### src/design/port_protection_defines.vh
// Constants shared by the repeater port protection logic.
`ifndef PORT_PROTECTION_DEFINES_VH
`define PORT_PROTECTION_DEFINES_VH

// Clock and bit-time periods in picoseconds.
`define MCLK_PERIOD_PS 25000
`define BIT_TIME_PS 10000

// Timer figures in bit times.
`define FALSE_CARRIER_TIMER_BT 450
`define FALSE_CARRIER_TIMER_MAX_BT 500
`define QUIET_WAIT_TIMER_BT 33000
`define IPG_TIMER_BT 96
`define VALID_CARRIER_TIMER_BT 64
`define CLEAN_ACTIVITY_TIMER_BT 512
`define LONG_RECEIVE_TIMER_BT 60000
`define PACKET_START_DELAY_BT 46

// Default quiet-wait and long-receive windows in 25 ns clock cycles.
`define IDLE_CYCLES_DEFAULT 16'h3390
`define JABBER_CYCLES_DEFAULT 16'h5dc0

// Protection limits.
`define FALSE_CARRIER_LIMIT 2'h2
`define CC_LIMIT_DEFAULT 8'h3d

// Counter geometry.
`define CNT_W 16
`define CNT_MAX 16'hffff

// Register byte addresses.
`define ADDR_W 5
`define REG_CONTROL 5'h00
`define REG_ISOLATE 5'h04
`define REG_PARTITION 5'h08
`define REG_JABBER 5'h0c
`define REG_ACTIVITY 5'h10

// Control field positions and reset value.
`define CTRL_SPEED_BLOCK 0
`define CTRL_RESET 1'h1

// Activity summation levels.
`define ACT_NONE 2'h0
`define ACT_ONE 2'h1
`define ACT_MANY 2'h2

`endif

### src/design/repeater_port_protection.v
// Per-port carrier integrity, partition, jabber and speed protection for a repeater.
//
// Our own choices: the strobed register port and the placing of the registers.
`timescale 1ns/100ps
`default_nettype none
`include "port_protection_defines.vh"

// Notes on behaviour
// - Jam ends no later than packet start delay.
// - Bad-start counter increments; valid start clears it.
// - Carrier without valid start delimiter is false.
// - False carrier timer runs only during event.
// - Jam forced until event ends or timer expires.
// - False carrier timer expires within 450..500 bit times.
// - Isolate on reset, count over limit, long event.
// - Isolated port neither forwards nor transmits; still monitors.
// - Leave isolation after gap plus quiet idle.
// - Leave isolation on long valid carrier after gap.
// - Quiet wait timer is 33000 bit times.
// - Other-speed signals can be blocked from repeating.
// - Collided transmissions count up; clean one clears.
// - Partition when collision count exceeds limit.
// - Partitioned port transmits but does not forward.
// - Partition clears on reset or clean activity.
// - Reception beyond long-receive window sets jabber.
// - Jabber blocks both forwarding and transmitting.
// - Jabber clears on reset or carrier loss.
// - Activity summed as none, one, or many.
// - After collision, drain flag follows inverted source carrier.
// - Overriding transitions take precedence over others.
// - Timers restart whenever their starting state re-enters.
module repeater_port_protection #(
   parameter N = 4,
   // Quiet-wait window in clock cycles, 33000 bit times by default.
   parameter [15:0] IDLE_CYCLES = `IDLE_CYCLES_DEFAULT,
   // Long-receive window in clock cycles.
   parameter [15:0] JABBER_CYCLES = `JABBER_CYCLES_DEFAULT,
   parameter [7:0] CC_LIMIT = `CC_LIMIT_DEFAULT
) (
   input wire mclk,
   input wire rstn,
   input wire [`ADDR_W-1:0] addr,
   input wire [31:0] wdata,
   input wire wr,
   input wire rd,
   output reg [31:0] rdata,
   input wire [N-1:0] carrier,
   input wire [N-1:0] bad_start,
   input wire [N-1:0] other_speed,
   input wire [N-1:0] tx_active,
   input wire [N-1:0] tx_collision,
   input wire core_collision,
   input wire [2:0] source_port,
   input wire data_sent,
   output reg [N-1:0] rx_enable,
   output reg [N-1:0] tx_enable,
   output reg [N-1:0] isolated,
   output reg [N-1:0] partitioned,
   output reg [N-1:0] jabber,
   output reg force_jam,
   output reg [1:0] activity_level,
   output reg jam_request,
   output reg all_data_sent
);

   ////////////////////////////////////////////////////////////////////////////////
   // Timing constants.

   // Converts bit times to clock cycles, rounding up, never below one.
   function [15:0] ceil_cycles;
      input integer bt;
      integer c;
      begin
         c = (bt * `BIT_TIME_PS + `MCLK_PERIOD_PS - 1) / `MCLK_PERIOD_PS;
         if (c < 1) begin
            c = 1;
         end
         ceil_cycles = c[15:0];
      end
   endfunction

   // Counts the set bits of a port vector, saturating at two.
   function [1:0] level_of;
      input [N-1:0] v;
      integer k;
      reg [7:0] c;
      begin
         c = 8'h00;
         for (k = 0; k < N; k = k + 1) begin
            c = c + {7'h00, v[k]};
         end
         if (c == 8'h00) begin
            level_of = `ACT_NONE;
         end else if (c == 8'h01) begin
            level_of = `ACT_ONE;
         end else begin
            level_of = `ACT_MANY;
         end
      end
   endfunction

   // Cycle counts of each timer, rounded up to whole clocks so no timer runs short.
   localparam [15:0] FC_CYCLES = ceil_cycles(`FALSE_CARRIER_TIMER_BT);
   localparam [15:0] IPG_CYCLES = ceil_cycles(`IPG_TIMER_BT);
   localparam [15:0] VALID_CYCLES = ceil_cycles(`VALID_CARRIER_TIMER_BT);
   localparam [15:0] CLEAN_CYCLES = ceil_cycles(`CLEAN_ACTIVITY_TIMER_BT);
   localparam [15:0] QUIET_CYCLES = IPG_CYCLES + IDLE_CYCLES;

   ////////////////////////////////////////////////////////////////////////////////
   // Reset release.

   reg rst_meta;
   reg rst_n;

   // Releases the asynchronous reset through two flip-flops.
   // Only the second flip-flop feeds the logic, so a late release cannot upset it.
   always @(posedge mclk or negedge rstn) begin
      if (!rstn) begin
         rst_meta <= 1'b0;
         rst_n <= 1'b0;
      end else begin
         rst_meta <= 1'b1;
         rst_n <= rst_meta;
      end
   end

   ////////////////////////////////////////////////////////////////////////////////
   // Per-port state.

   // Registered per-port state.
   reg [N-1:0] carrier_d;
   reg [N-1:0] tx_active_d;
   reg [N-1:0] fc_active;
   reg [N-1:0] good_event;
   reg [N-1:0] quiet_before;
   reg [N-1:0] tx_collided;
   reg [N-1:0] iso;
   reg [N-1:0] part;
   reg [N-1:0] jab;
   reg [1:0] fc_count [0:N-1];
   reg [7:0] cc_count [0:N-1];
   reg [`CNT_W-1:0] fc_timer [0:N-1];
   reg [`CNT_W-1:0] idle_cnt [0:N-1];
   reg [`CNT_W-1:0] good_cnt [0:N-1];
   reg [`CNT_W-1:0] rx_cnt [0:N-1];
   reg [`CNT_W-1:0] clean_cnt [0:N-1];
   reg speed_block;
   reg collision_seen;

   // Per-port decode of the current inputs and state.
   reg [N-1:0] start_ev;
   reg [N-1:0] fc_done;
   reg [N-1:0] clean_done;
   reg [N-1:0] tx_end;
   reg [N-1:0] jam_port;
   reg [N-1:0] rx_ok;
   reg [N-1:0] active;
   reg src_carrier;
   integer j;

   // Decodes edges, timer completions and per-port permissions.
   always @* begin
      src_carrier = 1'b0;
      for (j = 0; j < N; j = j + 1) begin
         start_ev[j] = carrier[j] & ~carrier_d[j];
         fc_done[j] = (fc_timer[j] >= FC_CYCLES);
         clean_done[j] = (clean_cnt[j] > CLEAN_CYCLES);
         tx_end[j] = tx_active_d[j] & ~tx_active[j];
         // An isolated port raises no jam, as nothing of it reaches the core.
         jam_port[j] = fc_active[j] & ~fc_done[j] & ~iso[j];
         rx_ok[j] = ~iso[j] & ~part[j] & ~jab[j] & ~(speed_block & other_speed[j]);
         active[j] = carrier[j] & rx_ok[j];
         if (source_port == j[2:0]) begin
            src_carrier = carrier[j];
         end
      end
   end

   // Loop index over the per-port registers.
   integer i;

   // Runs every port's carrier, isolation, partition and jabber machinery.
   always @(posedge mclk or negedge rst_n) begin
      if (!rst_n) begin
         carrier_d <= {N{1'b0}};
         tx_active_d <= {N{1'b0}};
         fc_active <= {N{1'b0}};
         good_event <= {N{1'b0}};
         quiet_before <= {N{1'b0}};
         tx_collided <= {N{1'b0}};
         iso <= {N{1'b1}};
         part <= {N{1'b0}};
         jab <= {N{1'b0}};
         for (i = 0; i < N; i = i + 1) begin
            fc_count[i] <= 2'h0;
            cc_count[i] <= 8'h00;
            fc_timer[i] <= {`CNT_W{1'b0}};
            idle_cnt[i] <= {`CNT_W{1'b0}};
            good_cnt[i] <= {`CNT_W{1'b0}};
            rx_cnt[i] <= {`CNT_W{1'b0}};
            clean_cnt[i] <= {`CNT_W{1'b0}};
         end
      end else begin
         // Delayed copies mark the start of carrier and the end of a transmission.
         carrier_d <= carrier;
         tx_active_d <= tx_active;
         for (i = 0; i < N; i = i + 1) begin
            // False carrier timer restarts on every new bad start.
            if (start_ev[i] && bad_start[i]) begin
               fc_active[i] <= 1'b1;
               fc_timer[i] <= {`CNT_W{1'b0}};
            end else if (!carrier[i]) begin
               fc_active[i] <= 1'b0;
               fc_timer[i] <= {`CNT_W{1'b0}};
            end else if (fc_active[i] && !fc_done[i]) begin
               fc_timer[i] <= fc_timer[i] + 16'h0001;
            end
            // Consecutive false carrier count, saturating.
            if (start_ev[i] && bad_start[i]) begin
               if (fc_count[i] != 2'h3) begin
                  fc_count[i] <= fc_count[i] + 2'h1;
               end
            end else if (start_ev[i]) begin
               fc_count[i] <= 2'h0;
            end
            // Idle length and the quiet gap seen before each event.
            if (carrier[i]) begin
               idle_cnt[i] <= {`CNT_W{1'b0}};
            end else if (idle_cnt[i] != `CNT_MAX) begin
               idle_cnt[i] <= idle_cnt[i] + 16'h0001;
            end
            if (start_ev[i]) begin
               good_event[i] <= ~bad_start[i];
               quiet_before[i] <= (idle_cnt[i] > IPG_CYCLES);
               good_cnt[i] <= {`CNT_W{1'b0}};
            end else if (carrier[i] && good_cnt[i] != `CNT_MAX) begin
               good_cnt[i] <= good_cnt[i] + 16'h0001;
            end
            // Entering isolation overrides any exit condition.
            // A long valid event after a gap ends isolation before the quiet wait.
            if ((start_ev[i] && bad_start[i] && fc_count[i] >= `FALSE_CARRIER_LIMIT) ||
                (fc_active[i] && fc_done[i] && carrier[i])) begin
               iso[i] <= 1'b1;
            end else if (idle_cnt[i] > QUIET_CYCLES) begin
               iso[i] <= 1'b0;
            end else if (carrier[i] && good_event[i] && quiet_before[i] && good_cnt[i] > VALID_CYCLES) begin
               iso[i] <= 1'b0;
            end
            // Receive length window and jabber.
            if (!carrier[i]) begin
               rx_cnt[i] <= {`CNT_W{1'b0}};
               jab[i] <= 1'b0;
            end else begin
               if (rx_cnt[i] != `CNT_MAX) begin
                  rx_cnt[i] <= rx_cnt[i] + 16'h0001;
               end
               if (rx_cnt[i] > JABBER_CYCLES) begin
                  jab[i] <= 1'b1;
               end
            end
            // Collision marking within one transmission.
            if (tx_active[i] && !tx_active_d[i]) begin
               tx_collided[i] <= tx_collision[i];
            end else if (tx_active[i] && tx_collision[i]) begin
               tx_collided[i] <= 1'b1;
            end
            // Consecutive collision count, cleared by clean activity.
            if (clean_done[i]) begin
               cc_count[i] <= 8'h00;
            end else if (tx_end[i]) begin
               if (tx_collided[i] || tx_collision[i]) begin
                  if (cc_count[i] != 8'hff) begin
                     cc_count[i] <= cc_count[i] + 8'h01;
                  end
               end else begin
                  cc_count[i] <= 8'h00;
               end
            end
            // Clean activity timer restarts on any collision or quiet.
            if (tx_collision[i] || (!carrier[i] && !tx_active[i])) begin
               clean_cnt[i] <= {`CNT_W{1'b0}};
            end else if (clean_cnt[i] != `CNT_MAX) begin
               clean_cnt[i] <= clean_cnt[i] + 16'h0001;
            end
            // Partition sets past the limit unless clean activity clears it now.
            if (cc_count[i] > CC_LIMIT && !clean_done[i]) begin
               part[i] <= 1'b1;
            end else if (clean_done[i]) begin
               part[i] <= 1'b0;
            end
         end
      end
   end

   ////////////////////////////////////////////////////////////////////////////////
   // Core-facing outputs.

   // Registers port permissions, activity summation and drain flag.
   always @(posedge mclk or negedge rst_n) begin
      if (!rst_n) begin
         rx_enable <= {N{1'b0}};
         tx_enable <= {N{1'b0}};
         isolated <= {N{1'b1}};
         partitioned <= {N{1'b0}};
         jabber <= {N{1'b0}};
         force_jam <= 1'b0;
         activity_level <= `ACT_NONE;
         jam_request <= 1'b0;
         collision_seen <= 1'b0;
         all_data_sent <= 1'b0;
      end else begin
         // Permissions and status mirror the internal state one cycle later.
         rx_enable <= rx_ok;
         tx_enable <= ~iso & ~jab;
         isolated <= iso;
         partitioned <= part;
         jabber <= jab;
         force_jam <= |jam_port;
         // A false carrier on any port that is not isolated reads as several active ports.
         if (|jam_port) begin
            activity_level <= `ACT_MANY;
         end else begin
            activity_level <= level_of(active);
         end
         // At most two cycles from the end condition to jam release, well inside the start delay.
         jam_request <= (|jam_port) | (level_of(active) == `ACT_MANY);
         // Remembers a collision until every receive-enabled port has fallen quiet and no port raises a false carrier jam.
         if (core_collision) begin
            collision_seen <= 1'b1;
         end else if (level_of(active) == `ACT_NONE && !(|jam_port)) begin
            collision_seen <= 1'b0;
         end
         // A source index beyond the ports reads as no carrier.
         if (core_collision || collision_seen) begin
            all_data_sent <= ~src_carrier;
         end else begin
            all_data_sent <= data_sent;
         end
      end
   end

   ////////////////////////////////////////////////////////////////////////////////
   // Register port.

   // Holds the speed blocking control.
   // Blocking is on from reset, so other-speed signals never slip through early.
   always @(posedge mclk or negedge rst_n) begin
      if (!rst_n) begin
         speed_block <= `CTRL_RESET;
      end else if (wr && addr == `REG_CONTROL) begin
         speed_block <= wdata[`CTRL_SPEED_BLOCK];
      end
   end

   // Returns read data in the cycle after the read strobe only.
   always @(posedge mclk or negedge rst_n) begin
      if (!rst_n) begin
         rdata <= 32'h00000000;
      end else if (rd) begin
         // Unmapped addresses read as zero.
         case (addr)
            `REG_CONTROL: rdata <= {31'h00000000, speed_block};
            `REG_ISOLATE: rdata <= {{(32-N){1'b0}}, iso};
            `REG_PARTITION: rdata <= {{(32-N){1'b0}}, part};
            `REG_JABBER: rdata <= {{(32-N){1'b0}}, jab};
            `REG_ACTIVITY: rdata <= {29'h00000000, |jam_port, activity_level};
            default: rdata <= 32'h00000000;
         endcase
      end else begin
         rdata <= 32'h00000000;
      end
   end

endmodule
`default_nettype wire

### config.mk
export PLATFORM = sky130hd
export DESIGN_NAME = repeater_port_protection
export DESIGN_NICKNAME = d
export VERILOG_FILES = /design/src/design/repeater_port_protection.v
export VERILOG_INCLUDE_DIRS = /design/src /design/src/design
export SDC_FILE = /design/constraint.sdc
export NUM_CORES = 1
export LEC_CHECK = 0
export BUFFER_PORTS_ARGS = -buffer_cell sky130_fd_sc_hd__buf_2
export CAP_MARGIN = 10
export CORE_MARGIN = 2
export CORE_UTILIZATION = 40
export DETAILED_ROUTE_END_ITERATION = 10
export PLACE_DENSITY_LB_ADDON = 0.3
export SETUP_SLACK_MARGIN = 0.2
export SLEW_MARGIN = 15
export SYNTH_ARGS = -nofsm -noshare
export SYNTH_HDL_FRONTEND = slang
export SYNTH_SLANG_ARGS = --single-unit
### constraint.sdc
create_clock -name mclk -period 36.3 [get_ports mclk]
set_clock_uncertainty 0.1 [all_clocks]
set_input_delay 0 -clock mclk [delete_from_list [all_inputs] [get_ports mclk]]
set_output_delay 0 -clock mclk [all_outputs]
set_load 0.005 [all_outputs]
==> impl_metrics.sql <==
INSERT INTO impl_metrics (metric_group, metric, value, unit) VALUES
('run_status', 'run_status', 'finished, final reports clean', ''),
('die', 'die_area', '58080', 'um^2'),
('clock_network', 'cts_inserted_buffers', '48', ''),
('synth', 'synth_enable_flop_cells', '0', ''),
('hold_path', 'worstHoldPathType', 'input port to flip-flop', ''),
('place', 'io_buffer_count', '63', ''),
('global_route', 'grt_first_pass_wirelength', '85060', 'um'),
('finish', 'layout_commonest_cell', 'sky130_fd_sc_hd__dfrtp_1', ''),
('timing', 'slew_headroom', '0.2376', ''),
('run', 'cap_violations', '0', ''),
('timing', 'final-hold-violation-count', '0', ''),
('finish', 'num_antenna_cells', '0', ''),
('clock_network', 'h_tree_lvl_count', '2', ''),
('global_route', 'grt_max_degree', '156', ''),
('detailed_routing', 'wl_met2', '22490', 'um'),
('clock_network', 'insertion_delay', '600', 'ps'),
('synth', 'post_synth_instance_area', '22470', 'um^2'),
('place', 'gp_congestion', '0.8675', ''),
('global_route', 'grt_antenna_before_repair', '3', ''),
('clock_network', 'path_clk_slew', '60', 'ps'),
('finish', 'syn2layout_area_growth', '13.45', '%'),
('setup_path', 'worst-endpoint-required', '36790', 'ps'),
('finish', 'finish.net_count', '2619', ''),
('timing', 'transition_time_of_the_tightest_slew_check_pin', '1129', 'ps'),
('setup_path', 'reg2reg_from', 'rst_n', ''),
('clock_network', 'cts-root-buf', 'sky130_fd_sc_hd__clkbuf_16', ''),
('detailed_routing', 'drt-met1-wl', '23780', 'um'),
('die', 'die-height', '241.0', 'um'),
('timing', 'fin_ws', '32610', 'ps'),
('synth', 'yosysUniqueCellTypes', '79', ''),
('timing', 'min_period_over_period', '0.1016', ''),
('synth', 'mean_area_per_synthesized_cell', '9.365', 'um^2'),
('finish', 'drive_gt1_frac', '0.07835', ''),
('setup_path', 'peak_per_stage_delay_on_the_critical_path', '1010', 'ps'),
('synth', 'yosysWarningCount', '0', ''),
('timing', 'timing_max_transition_violations_final', '0', ''),
('synth', 'ys_seq_area_frac', '0.4783', ''),
('finish', 'most-common-layout-cells', '419 x sky130_fd_sc_hd__dfrtp_1, 297 x sky130_fd_sc_hd__nor2_1, 189 x sky130_fd_sc_hd__nand2_1', ''),
('synth', 'synth_top_flop_cell', 'sky130_fd_sc_hd__dfrtp_1', ''),
('setup_path', 'timing.critical_path.mode_cell', 'sky130_fd_sc_hd__buf_4', ''),
('clock_network', 'clock_path_buffers', '3', ''),
('die', 'die_x', '241.0', 'um'),
('setup_path', 'timing.critical_path.cells', 'buf_12 > buf_4 > buf_4', ''),
('global_route', 'overflow', '0', ''),
('timing', 'fin_crit', '3689', 'ps'),
('detailed_routing', 'detailedRoute.firstIterationViolations', '1333', ''),
('clock_network', 'post-cts-setup-buffer-count', '0', ''),
('setup_path', 'crit_fanout', '155', ''),
('setup_path', 'timing_worst_setup_path_type', 'flip-flop to async pin', ''),
('timing', 'setup_viol_count_final', '0', ''),
('die', 'ios', '123', ''),
('setup_path', 'worstSetupEndpointType', 'async pin', ''),
('setup_path', 'cell_type_of_the_slowest_stage_on_the_worst_timing_path', 'sky130_fd_sc_hd__dfrtp_4', ''),
('detailed_routing', 'routed_wirelength', '49870', 'um'),
('timing', 'rsz0062_at_grt', 'false', ''),
('detailed_routing', 'drc', '0', ''),
('detailed_routing', 'final_antenna_net_count', '0', ''),
('timing', 'timing.setup.tns', '0', 'ps'),
('hold_path', 'hold_path_startpoint', 'other_speed[0]', ''),
('place', 'place_worst_setup_slack', '32310', 'ps'),
('place', 'hpwl', '33240', 'um'),
('pwr', 'ir_worst_vdd', '0.00003234', 'V'),
('die', 'starting_density_of_the_core', '0.4062', ''),
('setup_path', 'worst_setup_path_startpoint', 'rst_n', ''),
('timing', 'timing.fmax', '0.2711', 'GHz'),
('detailed_routing', 'firstDrtPassIters', '8', ''),
('detailed_routing', 'wl_met3', '2369', 'um'),
('global_route', 'track_usage', '0.1752', ''),
('synth', 'synth.ff_latch_count', '429', ''),
('synth', 'synth_cells', '2399', ''),
('global_route', 'first_global_vias', '17365', '');
[cells in the mapped netlist (7+ instances only)]
library cell	number	share of area
sky130_fd_sc_hd__a22o_1	13	0.0051
sky130_fd_sc_hd__ha_1	62	0.035
sky130_fd_sc_hd__a211oi_1	24	0.0080
sky130_fd_sc_hd__xor2_1	53	0.021
sky130_fd_sc_hd__nand3_1	123	0.027
sky130_fd_sc_hd__or4_1	24	0.0080
sky130_fd_sc_hd__nor4_1	52	0.014
sky130_fd_sc_hd__a31oi_1	26	0.0072
sky130_fd_sc_hd__and2_1	35	0.0097
sky130_fd_sc_hd__nor3_1	83	0.018
sky130_fd_sc_hd__clkbuf_1	67	0.011
sky130_fd_sc_hd__nor4b_1	7	0.0027
sky130_fd_sc_hd__nor3b_1	12	0.0040
sky130_fd_sc_hd__a211o_1	7	0.0027
sky130_fd_sc_hd__o31ai_1	17	0.0057
sky130_fd_sc_hd__and4_1	24	0.0094
sky130_fd_sc_hd__dfrtp_1	420	0.47
sky130_fd_sc_hd__buf_4	28	0.0094
sky130_fd_sc_hd__nand2b_1	24	0.0067
sky130_fd_sc_hd__o21bai_1	7	0.0023
sky130_fd_sc_hd__a21o_1	9	0.0030
sky130_fd_sc_hd__o2111ai_1	21	0.0082
sky130_fd_sc_hd__xnor2_1	91	0.035
sky130_fd_sc_hd__nor2b_1	13	0.0036
sky130_fd_sc_hd__inv_1	81	0.014
sky130_fd_sc_hd__or3_1	34	0.0095
sky130_fd_sc_hd__o211a_1	11	0.0049
sky130_fd_sc_hd__and3_1	75	0.021
sky130_fd_sc_hd__nor2_1	297	0.050
sky130_fd_sc_hd__nand4_1	62	0.017
sky130_fd_sc_hd__or2_2	11	0.0031
sky130_fd_sc_hd__o211ai_1	20	0.0067
sky130_fd_sc_hd__nand2_1	189	0.032
sky130_fd_sc_hd__o311ai_0	14	0.0055
sky130_fd_sc_hd__a41oi_1	7	0.0027
sky130_fd_sc_hd__o21ai_0	109	0.024
sky130_fd_sc_hd__a2111oi_0	11	0.0043
sky130_fd_sc_hd__a21oi_1	124	0.028
sky130_fd_sc_hd__mux2i_1	17	0.0076
sky130_fd_sc_hd__dfstp_2	9	0.011
[through the flow]
stage,cells,hold slack [ps],area (um^2),power [mW],utilization
after floorplan,2426,-395.6,22570,0.6140,-
after global placement,3145,-313.6,23390,0.6495,0.4229
after detailed placement,3145,-312.3,23390,0.6550,0.4229
after CTS,3275,69.66,25470,1.178,0.4605
after global routing,3275,130.6,25490,1.216,0.4609
final,3275,91.63,25490,1.159,0.4609
[critical path, delay by kind of cell (launching register included)]
kind,cells,cell delay (ps)
buf+inv,3,2370
flops,1,1010
[sequential cells by signal, indices dropped and copies added (netlist names), 8 cells and up]
name and count:
fc_count 8, clean_cnt 64, idle_cnt 64, good_cnt 64, rx_cnt 64, fc_timer 64
cc_count 32
[layout make-up]
cell class              instances  area, um^2  share of cell area
multi-input cells            1812       11010              0.4318
flip-flops and latches        429       10750              0.4218
clock buffers                  66        1360             0.05336
well taps                     748       935.9             0.03672
repair buffers                118       848.3             0.03328
inverters                      81       304.0             0.01193
clock inverters                21       285.3             0.01119
[metal layers]
layer,up-vias,track usage
met5,-,0
met4,6,0.05649
met3,90,0.03306
met2,304,0.2803
met1,8806,0.2400
li1,8820,-
[cell families after synthesis]
logic type | share of synthesized area
AO/OA/AOI/OAI | 0.1361
buffers and inverters | 0.03731
adder cells (fa/ha/maj) | 0.03542
other | 0.0003343
XOR/XNOR | 0.05614
flip-flops | 0.4783
AND/OR/NAND/NOR | 0.2453
multiplexers | 0.01108
[final timing paths]
kind,end,cells after the start
hold reg to reg,rst_n,0
max in group mclk,collision_seen,7
setup reg to reg,cc_count[2],3
hold / removal,rx_enable[0],3
min in group asynchronous,rst_n,3
setup / recovery,cc_count[2],3
[where the power goes]
group | switching (mW) | internal (mW) | leakage (nW)
Sequential | 0.0364 | 0.511 | 5.80
Combinational | 0.0594 | 0.0441 | 4.39
Clock | 0.203 | 0.306 | 0.801
Total | 0.298 | 0.860 | 11.0
[what timing repair did]
item / in CTS / in global routing
setup endpoints to repair: 0 / 0
gates resized for setup: 0 / 0
hold buffers: 43 / 0
endpoints found under the hold margin: 237 / 0
Note: power is estimated with default switching activity, not from simulation.
